[config.mk]
export PLATFORM = sky130hd
export DESIGN_NAME = fsps_sequencer
export DESIGN_NICKNAME = d
export VERILOG_FILES = /design/src/include/fsps_pkg.sv /design/src/rtl/fsps_sequencer.sv
export SDC_FILE = /design/constraint.sdc
export NUM_CORES = 1
export LEC_CHECK = 0
export BUFFER_PORTS_ARGS = -buffer_cell sky130_fd_sc_hd__buf_2
export CAP_MARGIN = 20
export CORE_MARGIN = 1.5
export CORE_UTILIZATION = 45
export CTS_CLUSTER_DIAMETER = 100
export DETAILED_ROUTE_END_ITERATION = 10
export PLACE_DENSITY = 0.69
export SYNTH_ARGS = -nofsm -noshare
export SYNTH_HDL_FRONTEND = slang
export SYNTH_SLANG_ARGS = --single-unit
[constraint.sdc]
create_clock -name pclk -period 3.28 [get_ports pclk]
set_input_delay 0 -clock pclk [delete_from_list [all_inputs] [get_ports pclk]]
set_output_delay 0 -clock pclk [all_outputs]
set_load 0.005 [all_outputs]
[src/include/fsps_pkg.sv]
package fsps_pkg;

    // Command codes held in the command register
    localparam logic [7:0] CMD_NONE  = 8'h00;
    localparam logic [7:0] CMD_ERASE = 8'h03;
    localparam logic [7:0] CMD_BLANK = 8'h04;
    localparam logic [7:0] CMD_WRITE = 8'h05;

    // Key values and the content of an erased cell
    localparam logic [7:0] PROTECT_KEY = 8'hA5;
    localparam logic [7:0] WDT_KEY     = 8'hAC;
    localparam logic [7:0] ERASED_BYTE = 8'hFF;

    // Register byte offsets on the APB
    localparam logic [7:0] OFF_CMD      = 8'h00;
    localparam logic [7:0] OFF_APH      = 8'h04;
    localparam logic [7:0] OFF_APL      = 8'h08;
    localparam logic [7:0] OFF_ACH      = 8'h0C;
    localparam logic [7:0] OFF_ACL      = 8'h10;
    localparam logic [7:0] OFF_WBUF     = 8'h14;
    localparam logic [7:0] OFF_STATUS   = 8'h18;
    localparam logic [7:0] OFF_PCMD     = 8'h1C;
    localparam logic [7:0] OFF_MODE     = 8'h20;
    localparam logic [7:0] OFF_WATCHDOG_ENABLE_REG     = 8'h24;
    localparam logic [7:0] OFF_BOUNDARY = 8'h28;
    localparam logic [7:0] OFF_IRQ_ST   = 8'h2C;
    localparam logic [7:0] OFF_IRQ_EN   = 8'h30;
    localparam logic [7:0] OFF_IRQ_CLR  = 8'h34;
    localparam logic [7:0] OFF_STATE    = 8'h38;

    // Flash status register bit positions
    localparam int ST_MODE_ERR = 0;
    localparam int ST_VERIFY   = 1;
    localparam int ST_PROTECT  = 2;

    // Interrupt status bit positions
    localparam int IRQ_DONE = 0;
    localparam int IRQ_ERR  = 1;
    localparam int IRQ_MODE = 2;

    // Reset values
    localparam logic [7:0] RST_BYTE     = 8'h00;
    localparam logic [7:0] RST_BOUNDARY = 8'h00;

    // Operations offered by the flash array port
    typedef enum logic [1:0] {
        FSPS_OP_READ,
        FSPS_OP_PROG,
        FSPS_OP_ERASE
    } fsps_op_t;

    // Sequencer states
    typedef enum logic [1:0] {
        FSPS_IDLE,
        FSPS_MODIFY,
        FSPS_CHECK
    } fsps_state_t;

endpackage

[src/rtl/fsps_sequencer.sv]
`timescale 1ns/1ns
module fsps_sequencer (
    input  wire logic        pclk,
    input  wire logic        presetn,
    input  wire logic        psel,
    input  wire logic        penable,
    input  wire logic        pwrite,
    input  wire logic [7:0]  paddr,
    input  wire logic [31:0] pwdata,
    output logic      [31:0] prdata,
    output logic             pready,
    output logic             pslverr,
    input  wire logic        cpu_halt_req,
    output logic             cpu_resume,
    output logic             cpu_stalled,
    output logic             wdt_restart,
    output logic             irq,
    output logic             fl_req,
    output logic      [1:0]  fl_op,
    output logic      [15:0] fl_addr,
    output logic      [7:0]  fl_wdata,
    input  wire logic        fl_ack,
    input  wire logic [7:0]  fl_rdata
);

    ////////////////////////////////////////////////////////////////////////////
    // State

    typedef struct packed {
        fsps_pkg::fsps_state_t state;
        logic [7:0]            cmd;
        logic [7:0]            aph;
        logic [7:0]            apl;
        logic [7:0]            ach;
        logic [7:0]            acl;
        logic [7:0]            wbuf;
        logic [2:0]            status;
        logic                  armed;
        logic [1:0]            mode_step;
        logic [7:0]            mode_val;
        logic                  mode_on;
        logic [7:0]            boundary;
        logic [2:0]            irq_st;
        logic [2:0]            irq_en;
        logic                  irq;
        logic                  wdt;
        logic                  resume;
        logic                  stalled;
        logic                  fl_req;
        logic [1:0]            fl_op;
        logic [15:0]           fl_addr;
        logic [7:0]            fl_wdata;
        logic                  pready;
        logic                  pslverr;
        logic [31:0]           prdata;
    } fsps_regs_t;

    fsps_regs_t s_ff;
    fsps_regs_t nxt_s;

    // Address decode shared by read and write paths
    function automatic logic fsps_mapped(input logic [7:0] a);
        fsps_mapped = (a <= fsps_pkg::OFF_STATE) && (a[1:0] == 2'b00);
    endfunction

    // Only these codes start work; anything else resumes at once
    function automatic logic fsps_cmd_known(input logic [7:0] c);
        fsps_cmd_known = (c == fsps_pkg::CMD_ERASE) || (c == fsps_pkg::CMD_BLANK)
                         || (c == fsps_pkg::CMD_WRITE);
    endfunction

    logic       acc;
    logic       wr;
    logic       halt_go;
    logic       prot_hit;
    logic       last_addr;
    logic [2:0] st_set;
    logic [2:0] irq_set;
    logic [7:0] wb;

    assign acc       = psel & penable;
    assign wr        = acc & pwrite & s_ff.pready;
    assign wb        = pwdata[7:0];
    assign halt_go   = cpu_halt_req && (s_ff.state == fsps_pkg::FSPS_IDLE) && !s_ff.stalled;
    assign prot_hit  = (s_ff.cmd != fsps_pkg::CMD_BLANK) && (s_ff.aph < s_ff.boundary);
    // Block erase sweeps to the end of the block, since software leaves both low registers
    // at zero for it; the low compare only bounds a blank check
    assign last_addr = (s_ff.cmd == fsps_pkg::CMD_WRITE)
                       || ((s_ff.cmd == fsps_pkg::CMD_ERASE) ? (&s_ff.fl_addr[7:0])
                                                             : (s_ff.fl_addr[7:0] == s_ff.acl));

    ////////////////////////////////////////////////////////////////////////////
    // Next state

    // One process builds the whole next state; hardware sets win over clears
    always_comb begin
        nxt_s         = s_ff;
        st_set        = 3'h0;
        irq_set       = 3'h0;
        nxt_s.wdt     = 1'b0;
        nxt_s.resume  = 1'b0;
        nxt_s.pslverr = 1'b0;
        nxt_s.pready  = acc & ~s_ff.pready;

        // Read data is captured in the wait cycle so it stands on the ready edge
        if (acc && !s_ff.pready && !pwrite) begin
            nxt_s.pslverr = !fsps_mapped(paddr);
            case (paddr)
                fsps_pkg::OFF_CMD:      nxt_s.prdata = {24'h0, s_ff.cmd};
                fsps_pkg::OFF_APH:      nxt_s.prdata = {24'h0, s_ff.aph};
                fsps_pkg::OFF_APL:      nxt_s.prdata = {24'h0, s_ff.apl};
                fsps_pkg::OFF_ACH:      nxt_s.prdata = {24'h0, s_ff.ach};
                fsps_pkg::OFF_ACL:      nxt_s.prdata = {24'h0, s_ff.acl};
                fsps_pkg::OFF_WBUF:     nxt_s.prdata = {24'h0, s_ff.wbuf};
                fsps_pkg::OFF_STATUS:   nxt_s.prdata = {29'h0, s_ff.status};
                fsps_pkg::OFF_MODE:     nxt_s.prdata = {31'h0, s_ff.mode_on};
                fsps_pkg::OFF_BOUNDARY: nxt_s.prdata = {24'h0, s_ff.boundary};
                fsps_pkg::OFF_IRQ_ST:   nxt_s.prdata = {29'h0, s_ff.irq_st};
                fsps_pkg::OFF_IRQ_EN:   nxt_s.prdata = {29'h0, s_ff.irq_en};
                fsps_pkg::OFF_STATE:    nxt_s.prdata = {30'h0, s_ff.stalled, s_ff.mode_on};
                default:                nxt_s.prdata = 32'h0;
            endcase
        end
        if (acc && !s_ff.pready && pwrite) begin
            nxt_s.pslverr = !fsps_mapped(paddr);
        end

        // Register writes; parameters are frozen while a command runs
        if (wr && !s_ff.stalled) begin
            case (paddr)
                fsps_pkg::OFF_CMD:      nxt_s.cmd = wb;
                fsps_pkg::OFF_APH:      nxt_s.aph = wb;
                fsps_pkg::OFF_APL:      nxt_s.apl = wb;
                fsps_pkg::OFF_ACH:      nxt_s.ach = wb;
                fsps_pkg::OFF_ACL:      nxt_s.acl = wb;
                fsps_pkg::OFF_WBUF:     nxt_s.wbuf = wb;
                fsps_pkg::OFF_STATUS:   nxt_s.status = wb[2:0];
                fsps_pkg::OFF_BOUNDARY: nxt_s.boundary = wb;
                fsps_pkg::OFF_IRQ_EN:   nxt_s.irq_en = wb[2:0];
                fsps_pkg::OFF_IRQ_CLR:  nxt_s.irq_st = s_ff.irq_st & ~wb[2:0];
                fsps_pkg::OFF_WATCHDOG_ENABLE_REG:     nxt_s.wdt = (wb == fsps_pkg::WDT_KEY);
                default: ;
            endcase
        end

        // Protected mode change: key, value, inverse, value again
        if (wr && !s_ff.stalled) begin
            if (paddr == fsps_pkg::OFF_PCMD) begin
                nxt_s.armed     = (wb == fsps_pkg::PROTECT_KEY);
                nxt_s.mode_step = 2'd0;
            end else if (paddr == fsps_pkg::OFF_MODE) begin
                nxt_s.mode_step = 2'd0;
                if (!s_ff.armed) begin
                    st_set[fsps_pkg::ST_MODE_ERR] = 1'b1;
                end else if (s_ff.mode_step == 2'd0) begin
                    nxt_s.mode_val  = wb;
                    nxt_s.mode_step = 2'd1;
                end else if (s_ff.mode_step == 2'd1 && wb == ~s_ff.mode_val) begin
                    nxt_s.mode_step = 2'd2;
                end else if (s_ff.mode_step == 2'd2 && wb == s_ff.mode_val) begin
                    nxt_s.mode_on = s_ff.mode_val[0];
                    nxt_s.armed   = 1'b0;
                end else begin
                    st_set[fsps_pkg::ST_MODE_ERR] = 1'b1;
                    nxt_s.armed = 1'b0;
                end
            end else if (s_ff.armed && paddr != fsps_pkg::OFF_STATUS) begin
                // A stray write breaks the sequence, so software must repeat it
                st_set[fsps_pkg::ST_MODE_ERR] = 1'b1;
                nxt_s.armed = 1'b0;
            end
        end

        // Sequencer
        case (s_ff.state)
            fsps_pkg::FSPS_IDLE: begin
                if (halt_go) begin
                    if (!s_ff.mode_on || !fsps_cmd_known(s_ff.cmd)) begin
                        nxt_s.resume = 1'b1;
                    end else if (prot_hit) begin
                        st_set[fsps_pkg::ST_PROTECT] = 1'b1;
                        nxt_s.resume = 1'b1;
                    end else begin
                        nxt_s.stalled = 1'b1;
                        nxt_s.fl_addr = {s_ff.aph, s_ff.apl};
                        nxt_s.state   = (s_ff.cmd == fsps_pkg::CMD_BLANK) ?
                                        fsps_pkg::FSPS_CHECK : fsps_pkg::FSPS_MODIFY;
                    end
                end
            end
            fsps_pkg::FSPS_MODIFY: begin
                // Erase or program the addressed cell, then read it back
                nxt_s.fl_op    = (s_ff.cmd == fsps_pkg::CMD_ERASE) ?
                                 fsps_pkg::FSPS_OP_ERASE : fsps_pkg::FSPS_OP_PROG;
                nxt_s.fl_wdata = s_ff.wbuf;
                nxt_s.fl_req   = 1'b1;
                if (s_ff.fl_req && fl_ack) begin
                    nxt_s.fl_req = 1'b0;
                    nxt_s.state  = fsps_pkg::FSPS_CHECK;
                end
            end
            fsps_pkg::FSPS_CHECK: begin
                nxt_s.fl_op  = fsps_pkg::FSPS_OP_READ;
                nxt_s.fl_req = 1'b1;
                if (s_ff.fl_req && fl_ack) begin
                    nxt_s.fl_req = 1'b0;
                    if (fl_rdata != ((s_ff.cmd == fsps_pkg::CMD_WRITE) ?
                                     s_ff.wbuf : fsps_pkg::ERASED_BYTE)) begin
                        // First mismatch ends the command; no use going on
                        st_set[fsps_pkg::ST_VERIFY] = 1'b1;
                        nxt_s.state   = fsps_pkg::FSPS_IDLE;
                        nxt_s.stalled = 1'b0;
                        nxt_s.resume  = 1'b1;
                    end else if (last_addr) begin
                        nxt_s.state   = fsps_pkg::FSPS_IDLE;
                        nxt_s.stalled = 1'b0;
                        nxt_s.resume  = 1'b1;
                    end else begin
                        nxt_s.fl_addr = {s_ff.aph, s_ff.fl_addr[7:0] + 8'h01};
                        nxt_s.state   = (s_ff.cmd == fsps_pkg::CMD_BLANK) ?
                                        fsps_pkg::FSPS_CHECK : fsps_pkg::FSPS_MODIFY;
                    end
                end
            end
            default: begin
                nxt_s.state   = fsps_pkg::FSPS_IDLE;
                nxt_s.fl_req  = 1'b0;
                nxt_s.stalled = 1'b0;
            end
        endcase

        // Errors are sticky; a set in the same cycle as a clear survives
        nxt_s.status = nxt_s.status | st_set;
        irq_set[fsps_pkg::IRQ_DONE] = nxt_s.resume;
        irq_set[fsps_pkg::IRQ_ERR]  = st_set[fsps_pkg::ST_VERIFY] | st_set[fsps_pkg::ST_PROTECT];
        irq_set[fsps_pkg::IRQ_MODE] = st_set[fsps_pkg::ST_MODE_ERR];
        nxt_s.irq_st = nxt_s.irq_st | irq_set;
        nxt_s.irq    = |(nxt_s.irq_st & nxt_s.irq_en);
    end

    ////////////////////////////////////////////////////////////////////////////
    // Registers

    // Reset leaves flash mode off and the command register empty
    always_ff @(posedge pclk or negedge presetn) begin
        if (!presetn) begin
            s_ff          <= '0;
            s_ff.state    <= fsps_pkg::FSPS_IDLE;
            s_ff.cmd      <= fsps_pkg::RST_BYTE;
            s_ff.boundary <= fsps_pkg::RST_BOUNDARY;
        end else begin
            s_ff <= nxt_s;
        end
    end

    // Outputs come straight from the state flip-flops
    assign prdata      = s_ff.prdata;
    assign pready      = s_ff.pready;
    assign pslverr     = s_ff.pslverr;
    assign cpu_resume  = s_ff.resume;
    assign cpu_stalled = s_ff.stalled;
    assign wdt_restart = s_ff.wdt;
    assign irq         = s_ff.irq;
    assign fl_req      = s_ff.fl_req;
    assign fl_op       = s_ff.fl_op;
    assign fl_addr     = s_ff.fl_addr;
    assign fl_wdata    = s_ff.fl_wdata;
endmodule

==> Word-level counts from Yosys, hierarchy flattened <==
Cells that the tools add are included.
{ "word_totals": {"regBits": 144, "inputBits": 55} }
{ "classes": {"addsub": 1, "magnitude_cmp": 2, "eq_ne": 37, "n_mux": 69, "n_bitwise": 16, "reduce_logical": 46} }
{ "op_table": {"columns": ["op", "count"], "rows": [
  ["16-bit 2-to-1 mux", 6],
  ["8-bit case mux with 12 select lines", 1],
  ["8-bit by 6-bit == test with 1-bit output (second input constant)", 7],
  ["33-bit 2-to-1 mux", 1],
  ["8-bit by 5-bit == test with 1-bit output (second input constant)", 4],
  ["16-bit case mux with 2 select lines", 1],
  ["1-bit 2-to-1 mux", 30],
  ["2-bit 2-to-1 mux", 14],
  ["8-bit by 3-bit == test with 1-bit output (second input constant)", 3],
  ["8-bit == test", 3],
  ["3-bit 2-to-1 mux", 6],
  ["2-bit AND reduction", 9],
  ["8-bit by 4-bit == test with 1-bit output (second input constant)", 2],
  ["8-bit == test (second input constant)", 2],
  ["8-bit 2-to-1 mux", 2],
  ["2-bit inequality test (second input constant)", 7],
  ["7-bit AND reduction", 2],
  ["1-bit logical AND", 12],
  ["12-bit 2-to-1 mux", 1],
  ["11-bit 2-to-1 mux", 1],
  ["5-bit AND reduction", 2],
  ["8-bit by 1-bit adder with 8-bit output (second input constant)", 1],
  ["8-bit by 2-bit == test with 1-bit output (second input constant)", 1],
  ["8-bit by 6-bit less-or-equal comparator with 1-bit output (second input constant)", 1],
  ["28 further kinds", 52]
]} }

==> Depth between registers and ports, before layout <==
{ "logic_depth": {"word_depth": 12, "mapped_depth": 9, "depth_no_buf": 9} }

==> Least setup slack after synthesis <==
Ideal clock, no wire load.
{ "synth_path": {"path_type": "register -> register", "start": "register s_ff[135] (netlist bit)", "end": "register s_ff (netlist bit fl_addr[10])", "arrival_ps": 3014, "t_required_ps": 3155, "slack_ps": 141, "path_stages_with_launch": 10, "synth_period_minus_slack_ps": 3139, "path_cell_list": "dfrtp_1 > or4b_1 > clkbuf_2 > or2_0 > buf_2 > or4_1 > a32o_2 > o41ai_4 > nand2_4 > mux2_2"} }
{ "synth_between": {"elab_chain_len": 7, "elab_cells_between_ends": 18, "classes_between": "9 x eq/ne; 2 x mux; 7 x reduce/logical"} }
{ "synth_lines": {"columns": ["element", "line_no", "rtl"], "rows": [
  ["start: declaration", "fsps_sequencer.sv:58", "fsps_regs_t s_ff;"],
  ["start signal: assignment", "fsps_sequencer.sv:252", "s_ff <= nxt_s;"],
  ["parallel branches: the longest is 6 deep, another holds 8-bit by 3-bit == test with 1-bit output", null, null],
  ["7-bit AND reduction (no line) (*)", null, null]
]} }
Mark *: on every way between the ends.
A chain may end at the register's enable or synchronous reset.

==> Final worst setup path <==
Same ends and word-level chain as after synthesis.

==> summary.txt <==
Status
  – Outcome: finished clean

Critical path
  – Crit path required time: 3.59 ns
  – CP max FO: 9
  – CP delay by family, top: simple AND/OR/NAND/NOR gates
  – WP buf/inv: 1
  – Arr. time, crit path: 3.47 ns
  – CP startpoint kind: register
  – Crit-path cells: or4b_4 -> or2_4 -> or4_1 -> a32o_2 -> buf_4 -> o41ai_4 -> nand2_4 -> mux2_2
  – Crit-path slowest cell: or4b_4
  – Crit path capture type: register
  – Kind of critical path: register to register
  – Crit path largest cell delay: 0.56 ns
  – Reg2reg setup slack: 0.12 ns

Job
  – Max-Cap Viols: 0

Die
  – DIE AREA: 0.0155 mm^2
  – Initial Util: 46.0%
  – Cell Rows: 44
  – Die Y: 125 um
  – Io pins: 120
  – Die width: 125 um
  – Core Region: 0.0145 mm^2

Finish
  – # fillers: 1,256
  – Multi-input gate area: 0.00315 mm^2
  – Seq. cell area: 0.00300 mm^2
  – Ant. Diodes: 0
  – Layout area overhead: 16.7%
  – Final nets: 766
  – Post-route cell area: 0.00777 mm^2
  – Fraction of layout cells with a size suffix above 1: 31.6%

Drt
  – Via count: 5,176
  – First DRT Iteration DRCs: 489
  – WL final: 17.1 mm
  – Antenna Nets Post-Route: 0
  – Wire length per cell: 19.1 um
  – Post-route DRC: 0
  – Pre-antenna DRT Iters: 6
  – Via-to-Cell Ratio: 5.78

Synthesis
  – Commonest register cell after synthesis: dfrtp_1
  – Mean Syn Cell Area: 10.6 um^2
  – Synth warn: 0
  – Leading area contributor after synthesis: dfrtp_1
  – Netlist cell types: 70
  – Number of synthesized flops with an enable pin: 0
  – Post-synth top area share: 45.1%
  – Asr flop ratio synth: 100%
  – Area contributors post-synth: dfrtp_1, mux2_2, buf_4
  – Sequential share of the synthesized area: 45.1%
  – Syn Inst Count: 630
  – Yosys reg bits: 120
  – Mapped Area: 0.00666 mm^2

Clock network
  – Clk root buf: clkbuf_16
  – CTS sink cnt: 120
  – CTS max path bufs: 2
  – Cts bufs inserted: 17
  – Clock Latency Late Sink: 0.42 ns
  – H-tree levels: 4
  – TritonCTS clock tree: built
  – Reg clk slew, reported paths: 0.05 ns
  – Post-CTS Setup Inserts: 0

Pwr
  – Clk pwr share: 42.7%
  – Internal power: 3310 uW
  – VDD IR max: 0.000322 V
  – Switch Pwr: 1330 uW
  – PD cells: 597 mW/mm^2
  – Switching Share: 28.6%
  – Flop pwr share: 37.0%
  – Combinational group share of total power: 20.4%
  – LEAKAGE: 0.00376 uW

GRT
  – Vias in the first global route: 5,146
  – All-Layer GR Usage: 23.0%
  – Grt ovf: 0
  – First-pass GRT wire length: 27.8 mm
  – Largest net degree at the start of global routing: 68
  – Initial antenna violation count: 0

Place
  – Port Buffers: 71
  – DP Worst Slack: 0.0203 ns
  – GPL Wtd Cong: 0.906
  – Detailed Place HPWL: 12.4 mm
  – DP Area: 0.00702 mm^2

Timing
  – Relative slew slack: 41.9%
  – TNS Setup: 0 ns
  – Worst setup margin: 0.117 ns
  – Skew final: 0.0108 ns
  – Fmax: 0.316 GHz
  – Fin crit share: 96.4%
  – Final hold violation count: 0
  – Tmin final: 3.16 ns
  – Slew at the pin closest to its max-slew limit: 0.872 ns
  – Final Setup Violations: 0
  – Max Transition Viols Final: 0
  – Hold slack: 0.0509 ns
  – RSZ-0062 raised after global routing: no

Hold path
  – HP Class: primary input to register
[metal layers]
layer	GRT usage [%]	vias to the layer above	share of wire (%)
met5	0	-	0
met4	11.5	0	3.6
met3	5.24	38	5.8
met2	35.5	212	46
met1	30.4	2563	44
li1	-	2363	-
[stage by stage]
step / instances / utilization, % / total power, uW
after floorplan: 653 / - / 2420
after global placement: 853 / 48.5 / 2640
after detailed placement: 853 / 48.5 / 2660
after CTS: 895 / 53.6 / 4670
after global routing: 895 / 53.7 / 4850
final: 895 / 53.7 / 4640
[cell usage after synthesis, drive strengths merged, types with 4 or more instances]
master and number:
ha 12, o41ai 7, mux2i 4, nand2b 4, dfrtp 120, or2 4
xnor2 16, and3 7, or4b 4, a21boi 4, a22oi 10, nand2 51
xor2 4, mux2 83, a22o 4, inv 20, or3 4, nand3 24
a221oi 6, or4 4, nand4 6, o21ai 18, o211ai 4, nor2 38
a31oi 7, a21oi 16, clkbuf 22, nor3 11, a222oi 8, and2 4
buf 59
[kinds of logic after synthesis]
family	Yosys count	share of synthesized area [%]
AO/OA/AOI/OAI	113	13.1
XOR/XNOR	20	2.63
adder cells (fa/ha/maj)	12	2.25
buffers and inverters	101	9.00
flip-flops	120	45.1
multiplexers	87	14.6
other	1	0.0563
AND/OR/NAND/NOR	176	13.2
[final cells by class]
cell class,count,area share (%)
inverters,20,0.966
clock buffers,23,6.28
multi-input cells,432,40.6
clock inverters,8,1.84
flip-flops and latches,120,38.7
well taps,184,2.96
repair buffers,108,8.70
[sequential cells by signal, summed over array words and instances, names as in the netlist]
signal	flops
cpu_resume	1
fl_op	2
wdt_restart	1
pslverr	1
s_ff	79
cpu_stalled	1
irq	1
fl_req	1
fl_wdata	8
fl_addr	16
pready	1
prdata	8
[timing repair]
item	in CTS	in global routing
gates resized for setup	1	2
hold buffers	11	0
endpoints found under the setup margin	3	14
endpoints found under the hold margin	72	0
pin swaps	0	0
[power groups by stage]
stage | registers [uW] | logic, uW | clock network (uW)
2_1_floorplan | 1700 | 718 | 0
3_3_place_gp | 1730 | 906 | 0
3_5_place_dp | 1740 | 927 | 0
4_1_cts | 1710 | 941 | 2010
5_1_grt | 1730 | 1040 | 2080
6_report | 1710 | 945 | 1980
[layout by cell type, fill, tap and decap left out, types with 6 or more instances in the layout]
master	netlist	routed
dfrtp_1	120	120
mux2_2	83	83
buf_2	1	70
nand2_1	50	50
nor2_1	38	38
buf_4	58	26
nand3_1	24	24
conb_1	1	24
inv_1	20	20
o21ai_0	18	18
clkbuf_16	0	17
a21oi_1	16	16
xnor2_1	16	16
ha_1	12	12
dlygate4sd3_1	0	11
nor3_1	11	10
a22oi_1	10	10
a222oi_1	8	8
and3_1	7	7
a31oi_1	7	7
nand4_1	6	6
o41ai_1	6	6
a221oi_1	6	6
[final timing paths]
| check | from | cells past startpoint | to |
|---|---|---|---|
| max | s_ff[135] | 8 | fl_addr[10] |
| min | pwdata[1] | 3 | s_ff[92] |
| max reg2reg | s_ff[135] | 8 | fl_addr[10] |
| min reg2reg | fl_wdata[1] | 1 | fl_wdata[1] |
| max in group asynchronous | presetn | 3 | fl_req |
| min in group asynchronous | presetn | 2 | s_ff[89] |
[worst min-delay path: stages]
cell	delay (ns)
buf_2	0.21
nand3_1	0.11
nand3_1	0.08
(Power assumes the default switching activity.)
